## config.mk

```make
export PLATFORM = sky130hd
export DESIGN_NAME = hfj_exec
export DESIGN_NICKNAME = d
export VERILOG_FILES = /design/src/verilog/hfj_pkg.sv /design/src/verilog/hfj_exec.sv /design/src/verilog/hfj_jump_eval.sv
export VERILOG_INCLUDE_DIRS = /design/src /design/src/verilog
export SDC_FILE = /design/constraint.sdc
export NUM_CORES = 1
export LEC_CHECK = 0
export BUFFER_PORTS_ARGS = -buffer_cell sky130_fd_sc_hd__buf_2
export CAP_MARGIN = 40
export CORE_ASPECT_RATIO = 0.7
export CORE_MARGIN = 10
export CORE_UTILIZATION = 25
export CTS_BUF_LIST = sky130_fd_sc_hd__clkbuf_16
export CTS_CLUSTER_DIAMETER = 60
export DETAILED_ROUTE_END_ITERATION = 10
export HOLD_SLACK_MARGIN = 0.05
export PLACE_DENSITY = 0.55
export SYNTH_ARGS = -nofsm -noshare
export SYNTH_HDL_FRONTEND = slang
export SYNTH_SLANG_ARGS = --single-unit
```

## constraint.sdc

```tcl
create_clock -name i_ref_clk -period 4.22 [get_ports i_ref_clk]
set_input_delay 0.844 -clock i_ref_clk [delete_from_list [all_inputs] [get_ports i_ref_clk]]
set_output_delay 0.844 -clock i_ref_clk [all_outputs]
set_load 0.02 [all_outputs]
```

## src/verilog/hfj_cfg.svh

```systemverilog
// constants for the halt/fill/jump/load execution block
// assumes one byte-wide storage port driven by the sequencer
`ifndef HFJ_CFG_SVH
`define HFJ_CFG_SVH
`define HFJ_OP_HALT      8'hF0
`define HFJ_OP_JUMP      8'hF2
`define HFJ_OP_LA_DIR    8'hC2
`define HFJ_OP_LA_X1     8'hD2
`define HFJ_OP_LA_X2     8'hE2
`define HFJ_FILL_NIB     4'hB
`define HFJ_LCP_NIB      4'hF
`define HFJ_Q_XR1        8'h01
`define HFJ_Q_XR2        8'h02
`define HFJ_Q_IAR        8'h08
`define HFJ_Q_DIAG20     8'h20
`define HFJ_Q_DIAG21     8'h21
`define HFJ_Q_DIAG22     8'h22
`define HFJ_Q_DIAG23     8'h23
`define HFJ_Q_DIAG30     8'h30
`define HFJ_ZONE_DIGIT   4'hF
`define HFJ_CR_BOVF      0
`define HFJ_CR_TFALSE    1
`define HFJ_CR_DOVF      2
`define HFJ_CR_HIGH      3
`define HFJ_CR_LOW       4
`define HFJ_CR_EQUAL     5
`define HFJ_LIO_DEV_MSB  7
`define HFJ_LIO_DEV_LSB  4
`define HFJ_LIO_MOD_BIT  3
`define HFJ_LIO_REG_MSB  2
`define HFJ_LIO_REG_LSB  0
`endif

```

## src/verilog/hfj_pkg.sv

```systemverilog
// types for the halt/fill/jump/load execution block
package hfj_pkg;
    typedef struct packed {
        logic [7:0] op;
        logic [7:0] q;
        logic [7:0] r3;
        logic [7:0] r4;
    } hfj_instr_t;
    typedef struct packed {
        logic [3:0] dev;
        logic       modifier;
        logic [2:0] regsel;
    } hfj_lio_q_t;
    typedef enum {HFJ_IDLE, HFJ_FILL_RD, HFJ_FILL_WAIT, HFJ_FILL_WR, HFJ_DONE} hfj_state_t;
endpackage

```

## src/verilog/hfj_exec.sv

```systemverilog
// execution unit for halt, fill, conditional jump, load address, load processor
// assumes a one-cycle-latency byte storage port and a decoded instruction pulse
// Operation
// - without dual level, halt branches to itself forever
// - with dual level enabled, halt passes control to alternate level
// - halt shows two identifier bytes on fourteen bar lights
// - identifier bits drive bars directly by bit position
// - panel reset clears halt and display, resumes next instruction
// - second-level halt loops until first halt cleared, then executes
// - halt inside interrupt level is ignored
// - loading halted level address register blanks display, resumes level
// - fill count is length minus one, leftmost first operand, one-byte fill
// - fill overwrites bytes left of first digit one to nine
// - fill scans left to right, stops on digit or end
// - recall register holds stop address until next recall-updating instruction
// - taken jump adds unsigned third byte to next address
// - bit0 set jumps on any tested one, else all zero
// - modifier bits two to seven select the six conditions
// - fixed modifier codes give no-op or unconditional jump
// - jump clears tested decimal-overflow and test-false bits
// - load address direct, or third byte plus an index register
// - modifier 01 targets first index, 02 second index
// - load processor copies two bytes, accepts diagnostics 21 to 23
// - diagnostics ignored while program-check level enabled
// - load-device modifier carries device address and address modifier
// - load-device modifier low bits name the target register
`timescale 1ns/1ps
`include "hfj_cfg.svh"
module hfj_exec
    import hfj_pkg::*;
#(
    parameter int ADDR_W = 16
)
(
    // clock and reset
    input  wire logic              i_ref_clk,
    input  wire logic              i_reset,
    // instruction issue
    input  wire logic              i_start,
    input  wire hfj_instr_t        i_instr,
    input  wire logic [ADDR_W-1:0] i_next_addr,
    input  wire logic              i_level,
    input  wire logic              i_in_interrupt,
    input  wire logic              i_dual_enabled,
    input  wire logic              i_pchk_enabled,
    input  wire logic              i_recall_touch,
    input  wire logic              i_cond_load,
    input  wire logic [5:0]        i_cond_in,
    // panel
    input  wire logic              i_halt_reset,
    // storage
    input  wire logic [7:0]        i_mem_rdata,
    input  wire logic [7:0]        i_fill_char,
    // outputs
    output logic                   o_done,
    output logic [ADDR_W-1:0]      o_next_addr,
    output logic                   o_level_switch,
    output logic                   o_loop_self,
    output logic [13:0]            o_bars,
    output logic [1:0]             o_halted,
    output logic [5:0]             o_cond,
    output logic [ADDR_W-1:0]      o_first_index_register,
    output logic [ADDR_W-1:0]      o_second_index_register,
    output logic [ADDR_W-1:0]      o_recall,
    output logic                   o_mem_rd,
    output logic                   o_mem_wr,
    output logic [ADDR_W-1:0]      o_mem_addr,
    output logic [7:0]             o_mem_wdata,
    output logic [ADDR_W-1:0]      o_lcp_data,
    output logic [7:0]             o_lcp_reg,
    output logic                   o_lcp_we,
    output logic [3:0]             o_lio_dev,
    output logic                   o_lio_mod,
    output logic [2:0]             o_lio_reg
);
    hfj_state_t        state_q;
    logic [7:0]        cnt_q;
    logic [ADDR_W-1:0] ptr_q;
    logic              take;
    logic [5:0]        cond_next;
    logic              is_halt;
    logic              is_jump;
    logic              is_la;
    logic              is_fill;
    logic              is_lcp;
    logic              diag_q;
    logic              other_halted;
    logic [ADDR_W-1:0] base;
    hfj_lio_q_t        lio_q;

    assign is_halt = i_instr.op == `HFJ_OP_HALT;
    assign is_jump = i_instr.op == `HFJ_OP_JUMP;
    assign is_la   = i_instr.op == `HFJ_OP_LA_DIR || i_instr.op == `HFJ_OP_LA_X1
                     || i_instr.op == `HFJ_OP_LA_X2;
    assign is_fill = i_instr.op[3:0] == `HFJ_FILL_NIB && i_instr.op[7:4] <= 4'hA;
    assign is_lcp  = i_instr.op[3:0] == `HFJ_LCP_NIB && i_instr.op[5:4] == 2'b11;
    assign other_halted = o_halted[~i_level];
    assign lio_q = hfj_lio_q_t'(i_instr.q);
    assign diag_q = i_instr.q == `HFJ_Q_DIAG20 || i_instr.q == `HFJ_Q_DIAG21
                    || i_instr.q == `HFJ_Q_DIAG22 || i_instr.q == `HFJ_Q_DIAG23
                    || i_instr.q == `HFJ_Q_DIAG30;

    always_comb
    begin
        if (i_instr.op == `HFJ_OP_LA_X1)
            base = o_first_index_register;
        else if (i_instr.op == `HFJ_OP_LA_X2)
            base = o_second_index_register;
        else
            base = '0;
    end

    hfj_jump_eval u_jump (
        .i_q         (i_instr.q),
        .i_cond      (o_cond),
        .o_take      (take),
        .o_cond_next (cond_next)
    );

    // sequencer for the multi-cycle fill
    always_ff @(posedge i_ref_clk)
    begin
        if (i_reset)
        begin
            state_q <= HFJ_IDLE;
            cnt_q   <= 8'h00;
            ptr_q   <= '0;
        end
        else
        begin
            case (state_q)
                HFJ_IDLE:
                    if (i_start && is_fill)
                    begin
                        // leftmost address and length minus one
                        cnt_q   <= i_instr.q;
                        ptr_q   <= ADDR_W'({i_instr.r3, i_instr.r4});
                        state_q <= HFJ_FILL_RD;
                    end
                HFJ_FILL_RD:
                    state_q <= HFJ_FILL_WAIT;
                HFJ_FILL_WAIT:
                    // digits one to nine end the fill
                    if (i_mem_rdata[7:4] == `HFJ_ZONE_DIGIT && i_mem_rdata[3:0] >= 4'h1
                        && i_mem_rdata[3:0] <= 4'h9)
                        state_q <= HFJ_DONE;
                    else
                        state_q <= HFJ_FILL_WR;
                HFJ_FILL_WR:
                begin
                    // advance left to right until length used up
                    ptr_q <= ptr_q + ADDR_W'(1);
                    cnt_q <= cnt_q - 8'h01;
                    if (cnt_q == 8'h00)
                        state_q <= HFJ_DONE;
                    else
                        state_q <= HFJ_FILL_RD;
                end
                default:
                    state_q <= HFJ_IDLE;
            endcase
        end
    end

    // storage port; operand 2 is only ever read by the caller
    always_ff @(posedge i_ref_clk)
    begin
        if (i_reset)
        begin
            o_mem_rd    <= 1'b0;
            o_mem_wr    <= 1'b0;
            o_mem_addr  <= '0;
            o_mem_wdata <= 8'h00;
        end
        else
        begin
            o_mem_rd    <= state_q == HFJ_IDLE && i_start && is_fill
                           || state_q == HFJ_FILL_WR && cnt_q != 8'h00;
            // replace leading byte with fill character
            o_mem_wr    <= state_q == HFJ_FILL_WAIT && !(i_mem_rdata[7:4] == `HFJ_ZONE_DIGIT
                           && i_mem_rdata[3:0] >= 4'h1 && i_mem_rdata[3:0] <= 4'h9);
            o_mem_wdata <= i_fill_char;
            if (state_q == HFJ_IDLE && i_start && is_fill)
                o_mem_addr <= ADDR_W'({i_instr.r3, i_instr.r4});
            else if (state_q == HFJ_FILL_WR)
                o_mem_addr <= ptr_q + ADDR_W'(1);
        end
    end

    // recall register
    always_ff @(posedge i_ref_clk)
    begin
        if (i_reset)
            o_recall <= '0;
        // stop address held; the fill itself overrides other updaters
        else if (state_q == HFJ_FILL_WAIT && o_mem_wr == 1'b0 && state_q != HFJ_FILL_WR
                 && i_mem_rdata[7:4] == `HFJ_ZONE_DIGIT && i_mem_rdata[3:0] >= 4'h1
                 && i_mem_rdata[3:0] <= 4'h9)
            o_recall <= ptr_q;
        else if (state_q == HFJ_FILL_WR && cnt_q == 8'h00)
            o_recall <= ptr_q + ADDR_W'(1);
        else if (i_recall_touch && state_q == HFJ_IDLE)
            o_recall <= i_next_addr;
    end

    // flow control, halt and display
    always_ff @(posedge i_ref_clk)
    begin
        if (i_reset)
        begin
            o_done         <= 1'b0;
            o_next_addr    <= '0;
            o_level_switch <= 1'b0;
            o_loop_self    <= 1'b0;
            o_bars         <= 14'h0000;
            o_halted       <= 2'b00;
        end
        else
        begin
            o_done         <= state_q == HFJ_DONE || (i_start && !is_fill && state_q == HFJ_IDLE);
            o_level_switch <= 1'b0;
            o_loop_self    <= 1'b0;
            if (state_q == HFJ_IDLE && i_start)
            begin
                o_next_addr <= i_next_addr;
                // relative jump on unsigned third byte
                if (is_jump && take)
                    o_next_addr <= i_next_addr + ADDR_W'(i_instr.r3);
                // halt within interrupt sequence is a no-op
                if (is_halt && !i_in_interrupt)
                begin
                    if (other_halted)
                    begin
                        // wait on the second halt until the first clears
                        o_next_addr <= i_next_addr - ADDR_W'(3);
                        o_loop_self <= 1'b1;
                    end
                    else
                    begin
                        o_halted[i_level] <= 1'b1;
                        // bar lights follow byte bits 1 to 7 directly
                        o_bars <= {i_instr.q[6:0], i_instr.r3[6:0]};
                        if (i_dual_enabled)
                            // hand control to the alternate level
                            o_level_switch <= 1'b1;
                        else
                        begin
                            // branch to itself, following instruction never runs
                            o_next_addr <= i_next_addr - ADDR_W'(3);
                            o_loop_self <= 1'b1;
                        end
                    end
                end
                // address load of halted level releases it and blanks bars
                if (is_lcp && i_instr.q == `HFJ_Q_IAR && o_halted != 2'b00)
                begin
                    o_halted <= 2'b00;
                    o_bars   <= 14'h0000;
                end
            end
            // panel reset clears halt and identifier
            if (i_halt_reset && o_halted != 2'b00)
            begin
                o_halted <= 2'b00;
                o_bars   <= 14'h0000;
            end
        end
    end

    // condition register; outside instructions' results come in on the load port
    always_ff @(posedge i_ref_clk)
    begin
        if (i_reset)
            o_cond <= 6'h00;
        // of these instructions only the jump touches conditions
        else if (state_q == HFJ_IDLE && i_start && is_jump)
            o_cond <= cond_next;
        else if (i_cond_load)
            o_cond <= i_cond_in;
    end

    // index registers
    always_ff @(posedge i_ref_clk)
    begin
        if (i_reset)
        begin
            o_first_index_register  <= '0;
            o_second_index_register <= '0;
        end
        else if (state_q == HFJ_IDLE && i_start)
        begin
            if (is_la)
            begin
                // direct or displaced address into chosen index
                if (i_instr.q == `HFJ_Q_XR1)
                    o_first_index_register <= (i_instr.op == `HFJ_OP_LA_DIR)
                        ? ADDR_W'({i_instr.r3, i_instr.r4}) : base + ADDR_W'(i_instr.r3);
                else if (i_instr.q == `HFJ_Q_XR2)
                    o_second_index_register <= (i_instr.op == `HFJ_OP_LA_DIR)
                        ? ADDR_W'({i_instr.r3, i_instr.r4}) : base + ADDR_W'(i_instr.r3);
            end
        end
    end

    // processor register load and device qualifier split
    always_ff @(posedge i_ref_clk)
    begin
        if (i_reset)
        begin
            o_lcp_we   <= 1'b0;
            o_lcp_reg  <= 8'h00;
            o_lcp_data <= '0;
            o_lio_dev  <= 4'h0;
            o_lio_mod  <= 1'b0;
            o_lio_reg  <= 3'h0;
        end
        else
        begin
            // copy operand, diagnostics blocked under program check
            o_lcp_we   <= state_q == HFJ_IDLE && i_start && is_lcp && !(diag_q && i_pchk_enabled);
            o_lcp_reg  <= i_instr.q;
            o_lcp_data <= ADDR_W'({i_instr.r3, i_instr.r4});
            // device, modifier and register code fields
            o_lio_dev  <= lio_q.dev;
            o_lio_mod  <= lio_q.modifier;
            o_lio_reg  <= lio_q.regsel;
        end
    end

    // panel reset must empty both halt flags and the display
    halt_clear_a: assert property (@(posedge i_ref_clk) disable iff (i_reset)
        i_halt_reset && o_halted != 2'b00 |=> o_halted == 2'b00 && o_bars == 14'h0000)
        else $error("halt reset did not clear");
    // halt in interrupt leaves halt flags alone
    halt_intr_a: assert property (@(posedge i_ref_clk) disable iff (i_reset)
        state_q == HFJ_IDLE && i_start && is_halt && i_in_interrupt && !i_halt_reset
        |=> $stable(o_halted) && !o_loop_self && !o_level_switch)
        else $error("halt in interrupt acted");
    // jump target sum
    jump_target_a: assert property (@(posedge i_ref_clk) disable iff (i_reset)
        state_q == HFJ_IDLE && i_start && is_jump && take
        |=> o_next_addr == $past(i_next_addr) + ADDR_W'($past(i_instr.r3)))
        else $error("jump target wrong");
    // fixed no-op codes never jump
    jump_noop_a: assert property (@(posedge i_ref_clk) disable iff (i_reset)
        is_jump && (i_instr.q == 8'h80 || (!i_instr.q[7] && i_instr.q[2:0] == 3'h7))
        |-> !take)
        else $error("no-op code jumped");
    // conditions untouched by non-jump instructions; the load port brings outside results
    cond_hold_a: assert property (@(posedge i_ref_clk) disable iff (i_reset)
        !(state_q == HFJ_IDLE && i_start && is_jump) && !i_cond_load |=> $stable(o_cond))
        else $error("condition changed");
    // self loop without dual level
    halt_loop_a: assert property (@(posedge i_ref_clk) disable iff (i_reset)
        state_q == HFJ_IDLE && i_start && is_halt && !i_in_interrupt && !i_dual_enabled
        |=> o_loop_self && !o_level_switch)
        else $error("halt did not loop");
    // dual level switch
    halt_switch_a: assert property (@(posedge i_ref_clk) disable iff (i_reset)
        state_q == HFJ_IDLE && i_start && is_halt && !i_in_interrupt && i_dual_enabled
        && !other_halted |=> o_level_switch)
        else $error("halt did not switch level");
    // diagnostics blocked
    lcp_diag_a: assert property (@(posedge i_ref_clk) disable iff (i_reset)
        i_start && is_lcp && diag_q && i_pchk_enabled |=> !o_lcp_we)
        else $error("diagnostic load under program check");
    // fill write never follows the significant digit F5
    fill_stop_a: assert property (@(posedge i_ref_clk) disable iff (i_reset)
        state_q == HFJ_FILL_WAIT && i_mem_rdata == 8'hF5 |=> !o_mem_wr ##1 state_q == HFJ_IDLE)
        else $error("fill ran past digit");
endmodule

```

## src/verilog/hfj_jump_eval.sv

```systemverilog
// jump-on-condition decision and condition clearing
// assumes condition bits in order bovf,tfalse,dovf,high,low,equal (bit 0 first)
`timescale 1ns/1ps
`include "hfj_cfg.svh"
module hfj_jump_eval
    import hfj_pkg::*;
(
    // inputs
    input  wire logic [7:0] i_q,
    input  wire logic [5:0] i_cond,
    // outputs
    output logic            o_take,
    output logic [5:0]      o_cond_next
);
    logic [5:0] sel;
    always_comb
    begin
        // q bit 2 tests bovf ... q bit 7 tests equal (q bit 7 = lsb of byte)
        sel = {i_q[0], i_q[1], i_q[2], i_q[3], i_q[4], i_q[5]};
        if (i_q[7])
            o_take = |(sel & i_cond);
        else
            o_take = ~|(sel & i_cond);
        if (i_q[3:0] == 4'h7 || i_q[3:0] == 4'hF)
            o_take = i_q[7];
        if (i_q == 8'h80)
            o_take = 1'b0;
        if (i_q == 8'h00)
            o_take = 1'b1;
        // clear tested dovf and tfalse only
        o_cond_next = i_cond;
        if (sel[`HFJ_CR_DOVF])
            o_cond_next[`HFJ_CR_DOVF] = 1'b0;
        if (sel[`HFJ_CR_TFALSE])
            o_cond_next[`HFJ_CR_TFALSE] = 1'b0;
    end
endmodule

```

* Word level (Yosys, flattened, before mapping) *
Index checks and enable logic that the tools add are counted.

storage, ports and cells
  flip-flop bits (word level) = 204
  bits of input ports = 80
  word-level logic and storage cells = 180

operators by class
  add/sub/neg operators = 5
  magnitude comparators = 6
  equality and inequality tests = 31
  muxes and demuxes = 41
  bitwise logic cells = 8
  reductions and logical operators = 64

operators with widths
  cell                                                   count
  2-to-1 mux 16 bit                                      13
  case mux 32 bit (4 select lines)                       1
  equality test 32 x 2 -> 1 bit (second input constant)  2
  equality test 32 x 3 -> 1 bit (second input constant)  2
  logical NOT 32 bit                                     2
  equality test 8 bit (second input constant)            6
  2-to-1 mux 14 bit                                      3
  equality test 8 x 6 -> 1 bit (second input constant)   5
  adder 16 x 8 -> 16 bit                                 2
  equality test 32 x 1 -> 1 bit (second input constant)  1
  equality test 32 x 4 -> 1 bit (second input constant)  1
  2-to-1 mux 32 bit                                      1
  != test 32 x 3 -> 1 bit (second input constant)        1
  case mux 16 bit (2 select lines)                       1
  logical AND 1 bit                                      28
  adder 16 x 1 -> 16 bit (second input constant)         1
  equality test 4 bit (second input constant)            4
  logical NOT 8 bit                                      2
  case mux 8 bit (2 select lines)                        1
  subtractor 16 x 2 -> 16 bit (second input constant)    1
  2-to-1 mux 1 bit                                       12
  2-to-1 mux 3 bit                                       4
  nonzero test 2 bit                                     5
  logical OR 1 bit                                       9
  28 further kinds                                       47

* Logic depth before layout (Yosys ltp) *
  depth after elaboration = 12
  depth in mapped cells = 14
  mapped depth without buffers = 11

* By module *
A second synthesis with hierarchy kept.

second synthesis, totals
  cell total of the unflattened synthesis = 1083
  area total of the unflattened synthesis = 8732.1 sq um

by module, submodules not included
  module         instances  cells each  area an instance (sq um)
  hfj_exec       1          1071        8644.5
  hfj_jump_eval  1          12          87.6

* Least setup slack after synthesis *
Ideal clock, no wire load.

  kind = input to register
  start point = input port i_instr[26] (netlist name)
  end point = register o_second_index_register[12]
  data arrival time = 3772 ps
  path slack = 356 ps
  stages = 14
  cell sequence = clkbuf_1 -> nand2b_1 -> or2_2 -> clkbuf_1 -> clkbuf_1 -> nor2_1 -> ha_1 -> fa_1 -> a211oi_1 -> o21ai_0 -> a31o_2 -> and3_1 -> mux2_2 -> o32ai_1

on the way
  longest elaborated chain between the ends = 5
  elaborated cells between the ends (all ways) = 10
  classes of those cells = add/sub (1); eq/ne (3); mux (3); reduce/logical (3)

RTL lines
  element                        line             text
  start: declaration             hfj_exec.sv:40   input wire hfj_instr_t i_instr,
  equality test 8 bit (no line)  --
  2-to-1 mux 16 bit              hfj_exec.sv:107  else if (i_instr.op == `HFJ_OP_LA_X2)
  2-to-1 mux 16 bit              hfj_exec.sv:105  if (i_instr.op == `HFJ_OP_LA_X1)
  adder 16 x 8 -> 16 bit         hfj_exec.sv:300  ? ADDR_W'({i_instr.r3, i_instr.r4}) : base + ADDR_W'(i_instr.r3);
  2-to-1 mux 16 bit              hfj_exec.sv:299  o_second_index_register <= (i_instr.op == `HFJ_OP_LA_DIR)
  end signal: assignment         hfj_exec.sv:299
  end: declaration               hfj_exec.sv:63   output logic [ADDR_W-1:0] o_second_index_register,

Parallel ways exist; a longest one is shown, timed or not.
A chain may end at the register's enable or synchronous reset.

* Worst setup path in the final report *
  start point = input port i_instr[26] (netlist name)
  end point = register o_first_index_register[12]

on the way
  longest elaborated chain between the ends = 5
  elaborated cells between the ends (all ways) = 10
  classes of those cells = add/sub (1); eq/ne (3); mux (3); reduce/logical (3)

RTL lines
  element                        line             text
  equality test 8 bit (no line)  --
  2-to-1 mux 16 bit              hfj_exec.sv:107
  2-to-1 mux 16 bit              hfj_exec.sv:105
  adder 16 x 8 -> 16 bit         hfj_exec.sv:297  ? ADDR_W'({i_instr.r3, i_instr.r4}) : base + ADDR_W'(i_instr.r3);
  2-to-1 mux 16 bit              hfj_exec.sv:296  o_first_index_register <= (i_instr.op == `HFJ_OP_LA_DIR)
  end signal: assignment         hfj_exec.sv:296
  end: declaration               hfj_exec.sv:62   output logic [ADDR_W-1:0] o_first_index_register,

Parallel ways exist; a longest one is shown, timed or not.

==> flow_summary.ini <==
[finish]
final_core_util = 0.316
area_growth_syn_to_layout_pct = 24.7
drive_gt1_frac = 0.233
nNetsFinal = 1379

[floorplanning]
start_util = 0.253
core-area_um2 = 34700
dieArea_um2 = 43200
fp-row-count = 57
die_h_um = 177
die_width_um = 244
ioPinCount = 228

[critical_path]
cp_cell_sequence = buf_2, nand2b_1, or2_2, nor2_1, ha_1, fa_1, a211oi_1, o21ai_0, a31o_2, and3_1, mux2_2, o32ai_1
cp-start-kind = input port
cpPeakStageDelay_ns = 0.42
cp-end-kind = flip-flop
setup.worst_path.class = input port to flip-flop
cp_num_buf_inv = 1
critPathSlowestCell = fa_1
worstReg2RegStart = state_q[2]$_SDFFE_PP0P_
ff2ff_path_depth = 6
worstPathArrival_ns = 3.82
path_delay_family = compound AO/OA/AOI/OAI gates
crit_path_max_fanout = 15
r2r_slack_ns = 1.27
r2r-end = cnt_q[2]$_SDFFE_PP0P_
cp_data_required_time_ns = 4.57

[power_and_ir_drop]
p_leak_nw = 4.32
p_per_area_nw_per_um2 = 358
finalPower_w = 0.00392
worst_ir_drop_vdd_mv = 0.225

[cts]
cts_root_buffer = clkbuf_16
htreeDepth = 4
cts_setup_buffers = 0
worstSkewPairLatency_ns = 0.45
cts_tree = done
path_clk_slew_ns = 0.07
cts_sinks = 167
cts_made_buffers = 17
hold_buffers = 0
clk_path_buf_depth = 2
cts_resized = 0

[global_routing]
grt_overflow = 0
grt_start_max_net_pins = 72
grt_pass1_vias = 8661
groute.usage.overall = 0.166
antenna_found_initial = 2
grt_pass1_wl_mm = 55.2

[drt]
drtPass1Iterations = 5
ant_nets = 0
vias_per_cell = 5.17
vias = 9122
wire_per_inst_um = 21.0
drc = 0
drtIter0Drc = 829
wl_mm = 37.1

[synthesis]
synth_edf_count = 0
seq_area_frac_synth = 0.380
synthArstFlopShare = 0
ys_warn_count = 0
syn_nets = 1191
ys.flop_type = dfxtp_1
ys_ff_latch = 167
synthDistinctLibCells = 71
synth_area_um2 = 8790
avgSynthCellArea_um2 = 8.07
syn_inst = 1090

[timing]
fin_crit_sh = 0.821
slew_headroom = 0.397
setup_slack_ns = 0.755
worst_pin_slew_ns = 0.897
period_minus_slack_ns = 3.46
slew_violations = 0
hold_viol_final = 0
fin_tns_setup_ns = 0
setup_violations = 0
rsz0062_at_grt = false
skew_ns = 0.00768
clock.fmax_mhz = 289

[placement]
post-place-ws_ns = 0.341
io_buffers = 227
gp_congestion = 0.898
hpwl_mm = 28.4

[min_path]
min_from = o_bars[0]$_SDFFE_PP0P_
min_path_cells = 2
hold_end = o_bars[0]$_SDFFE_PP0P_
min_path_type = flip-flop to flip-flop

[status]
status = complete, no violations

[job]
maxCapViolations = 0
[area by class of cell]
| cell class | count | area (um2) |
|---|---|---|
| repair buffers | 251 | 1330 |
| clock buffers | 17 | 425 |
| multi-input cells | 816 | 4990 |
| fillers | 3768 | 23800 |
| clock inverters | 14 | 183 |
| inverters | 25 | 93.8 |
| flip-flops and latches | 167 | 3340 |
| diodes | 3 | 7.51 |
| well taps | 472 | 591 |
[power breakdown]
part | total [W] | leakage, nW | switching, W | internal, W
Sequential | 0.00167 | 1.36 | 0.0000370 | 0.00164
Combinational | 0.000574 | 2.67 | 0.000383 | 0.000191
Clock | 0.00168 | 0.290 | 0.000694 | 0.000981
[worst max-delay path by stage]
stage,startpoint,to,slack (ns),cells after the start
after floorplan,i_instr[26],o_second_index_register[12]$_SDFFE_PP0P_,0.36,14
after global placement,i_instr[26],o_second_index_register[12]$_SDFFE_PP0P_,0.42,12
after detailed placement,i_instr[26],o_first_index_register[12]$_SDFFE_PP0P_,0.34,12
after CTS,i_instr[26],o_first_index_register[12]$_SDFFE_PP0P_,0.82,12
after global routing,i_instr[26],o_first_index_register[14]$_SDFFE_PP0P_,0.61,12
final,i_instr[26],o_first_index_register[12]$_SDFFE_PP0P_,0.76,12
[worst min-delay path: stages, from the launching register on]
cell,delay [ns]
dfxtp_1,0.31
nand2_1,0.05
a21oi_1,0.05
[cell families (layout without fill, tap and decap cells)]
group,Yosys count,count (layout),synth area share
and+or+nand+nor,437,437,0.246
AOI/OAI and AO/OA,307,307,0.236
DFF,167,167,0.380
buffers and inverters,107,307,0.0522
xor gates and xnor gates,27,27,0.0269
muxes,24,24,0.0277
adders and majority gates,21,21,0.0316
other,0,3,0
[cell usage in the layout (no fill, tap or decap), types with 4 or more instances in the layout]
cell,synthesis,routed
buf_2,12,226
dfxtp_1,167,167
nand2_1,113,113
nor2_1,109,108
a21oi_1,88,88
nand3_1,51,51
o21ai_0,49,48
a211oi_1,42,42
nor2b_1,38,38
nor3_1,32,32
inv_1,25,25
buf_4,9,24
mux2i_1,21,21
a22oi_1,19,19
xnor2_1,19,19
ha_1,19,19
nand2b_1,18,18
clkbuf_16,0,17
a31oi_1,12,12
nor4_1,11,11
o211ai_1,11,11
nor3b_1,9,9
a311oi_1,9,9
a221oi_1,8,8
and3_1,8,8
xor2_1,8,8
and2_1,7,7
or3_1,7,7
or4_1,6,6
o21a_1,6,6
or2_2,5,5
a32oi_1,5,5
nand4b_1,5,5
o31ai_1,5,5
nand4_1,4,4
o32ai_1,4,4
a211o_1,4,4
a2111oi_0,4,4
bufinv_16,0,4
[stage by stage]
| step | cells | area, um2 | hold slack [ns] |
|---|---|---|---|
| 6_report | 1765 | 11000 | 0.453 |
| 5_1_grt | 1762 | 11000 | 0.474 |
| 4_1_cts | 1762 | 11000 | 0.453 |
| 3_5_place_dp | 1731 | 10300 | 0.445 |
| 3_3_place_gp | 1727 | 10300 | 0.441 |
| 2_1_floorplan | 1090 | 8790 | 0.448 |
[synthesized netlist by cell type (all sizes together) (5+ instances only)]
library cell    n  area share
nor2          109       0.047
nand2b         18       0.013
a221oi          9      0.0097
nor3           33       0.019
o31ai           5      0.0043
o21a            6      0.0051
nand3          51       0.029
or3             7      0.0050
a2111oi         6      0.0088
a211oi         42       0.036
a21oi          88       0.050
clkbuf         54       0.023
a22oi          19       0.016
or2             5      0.0036
and2            7      0.0050
a31oi          12      0.0085
a311oi          9      0.0090
or4             6      0.0051
xor2            8      0.0080
nand2         113       0.048
inv            25       0.011
o21ai          49       0.028
a32oi           5      0.0050
and3            8      0.0057
buf            28       0.018
xnor2          19       0.019
nor4           13       0.011
o211ai         11      0.0094
ha             19       0.027
mux2i          21       0.024
dfxtp         167        0.38
nor3b          11       0.011
nand4b          5      0.0050
nor2b          38       0.027
[metal layers]
layer  GRT usage  up-vias  part of all wire
met5           0        -           0.00054
met4      0.0488        2             0.015
met3      0.0452       40             0.080
met2       0.251      352              0.44
met1       0.227     4378              0.47
li1            -     4350                 -
Note: power is estimated with default switching activity, not from simulation.
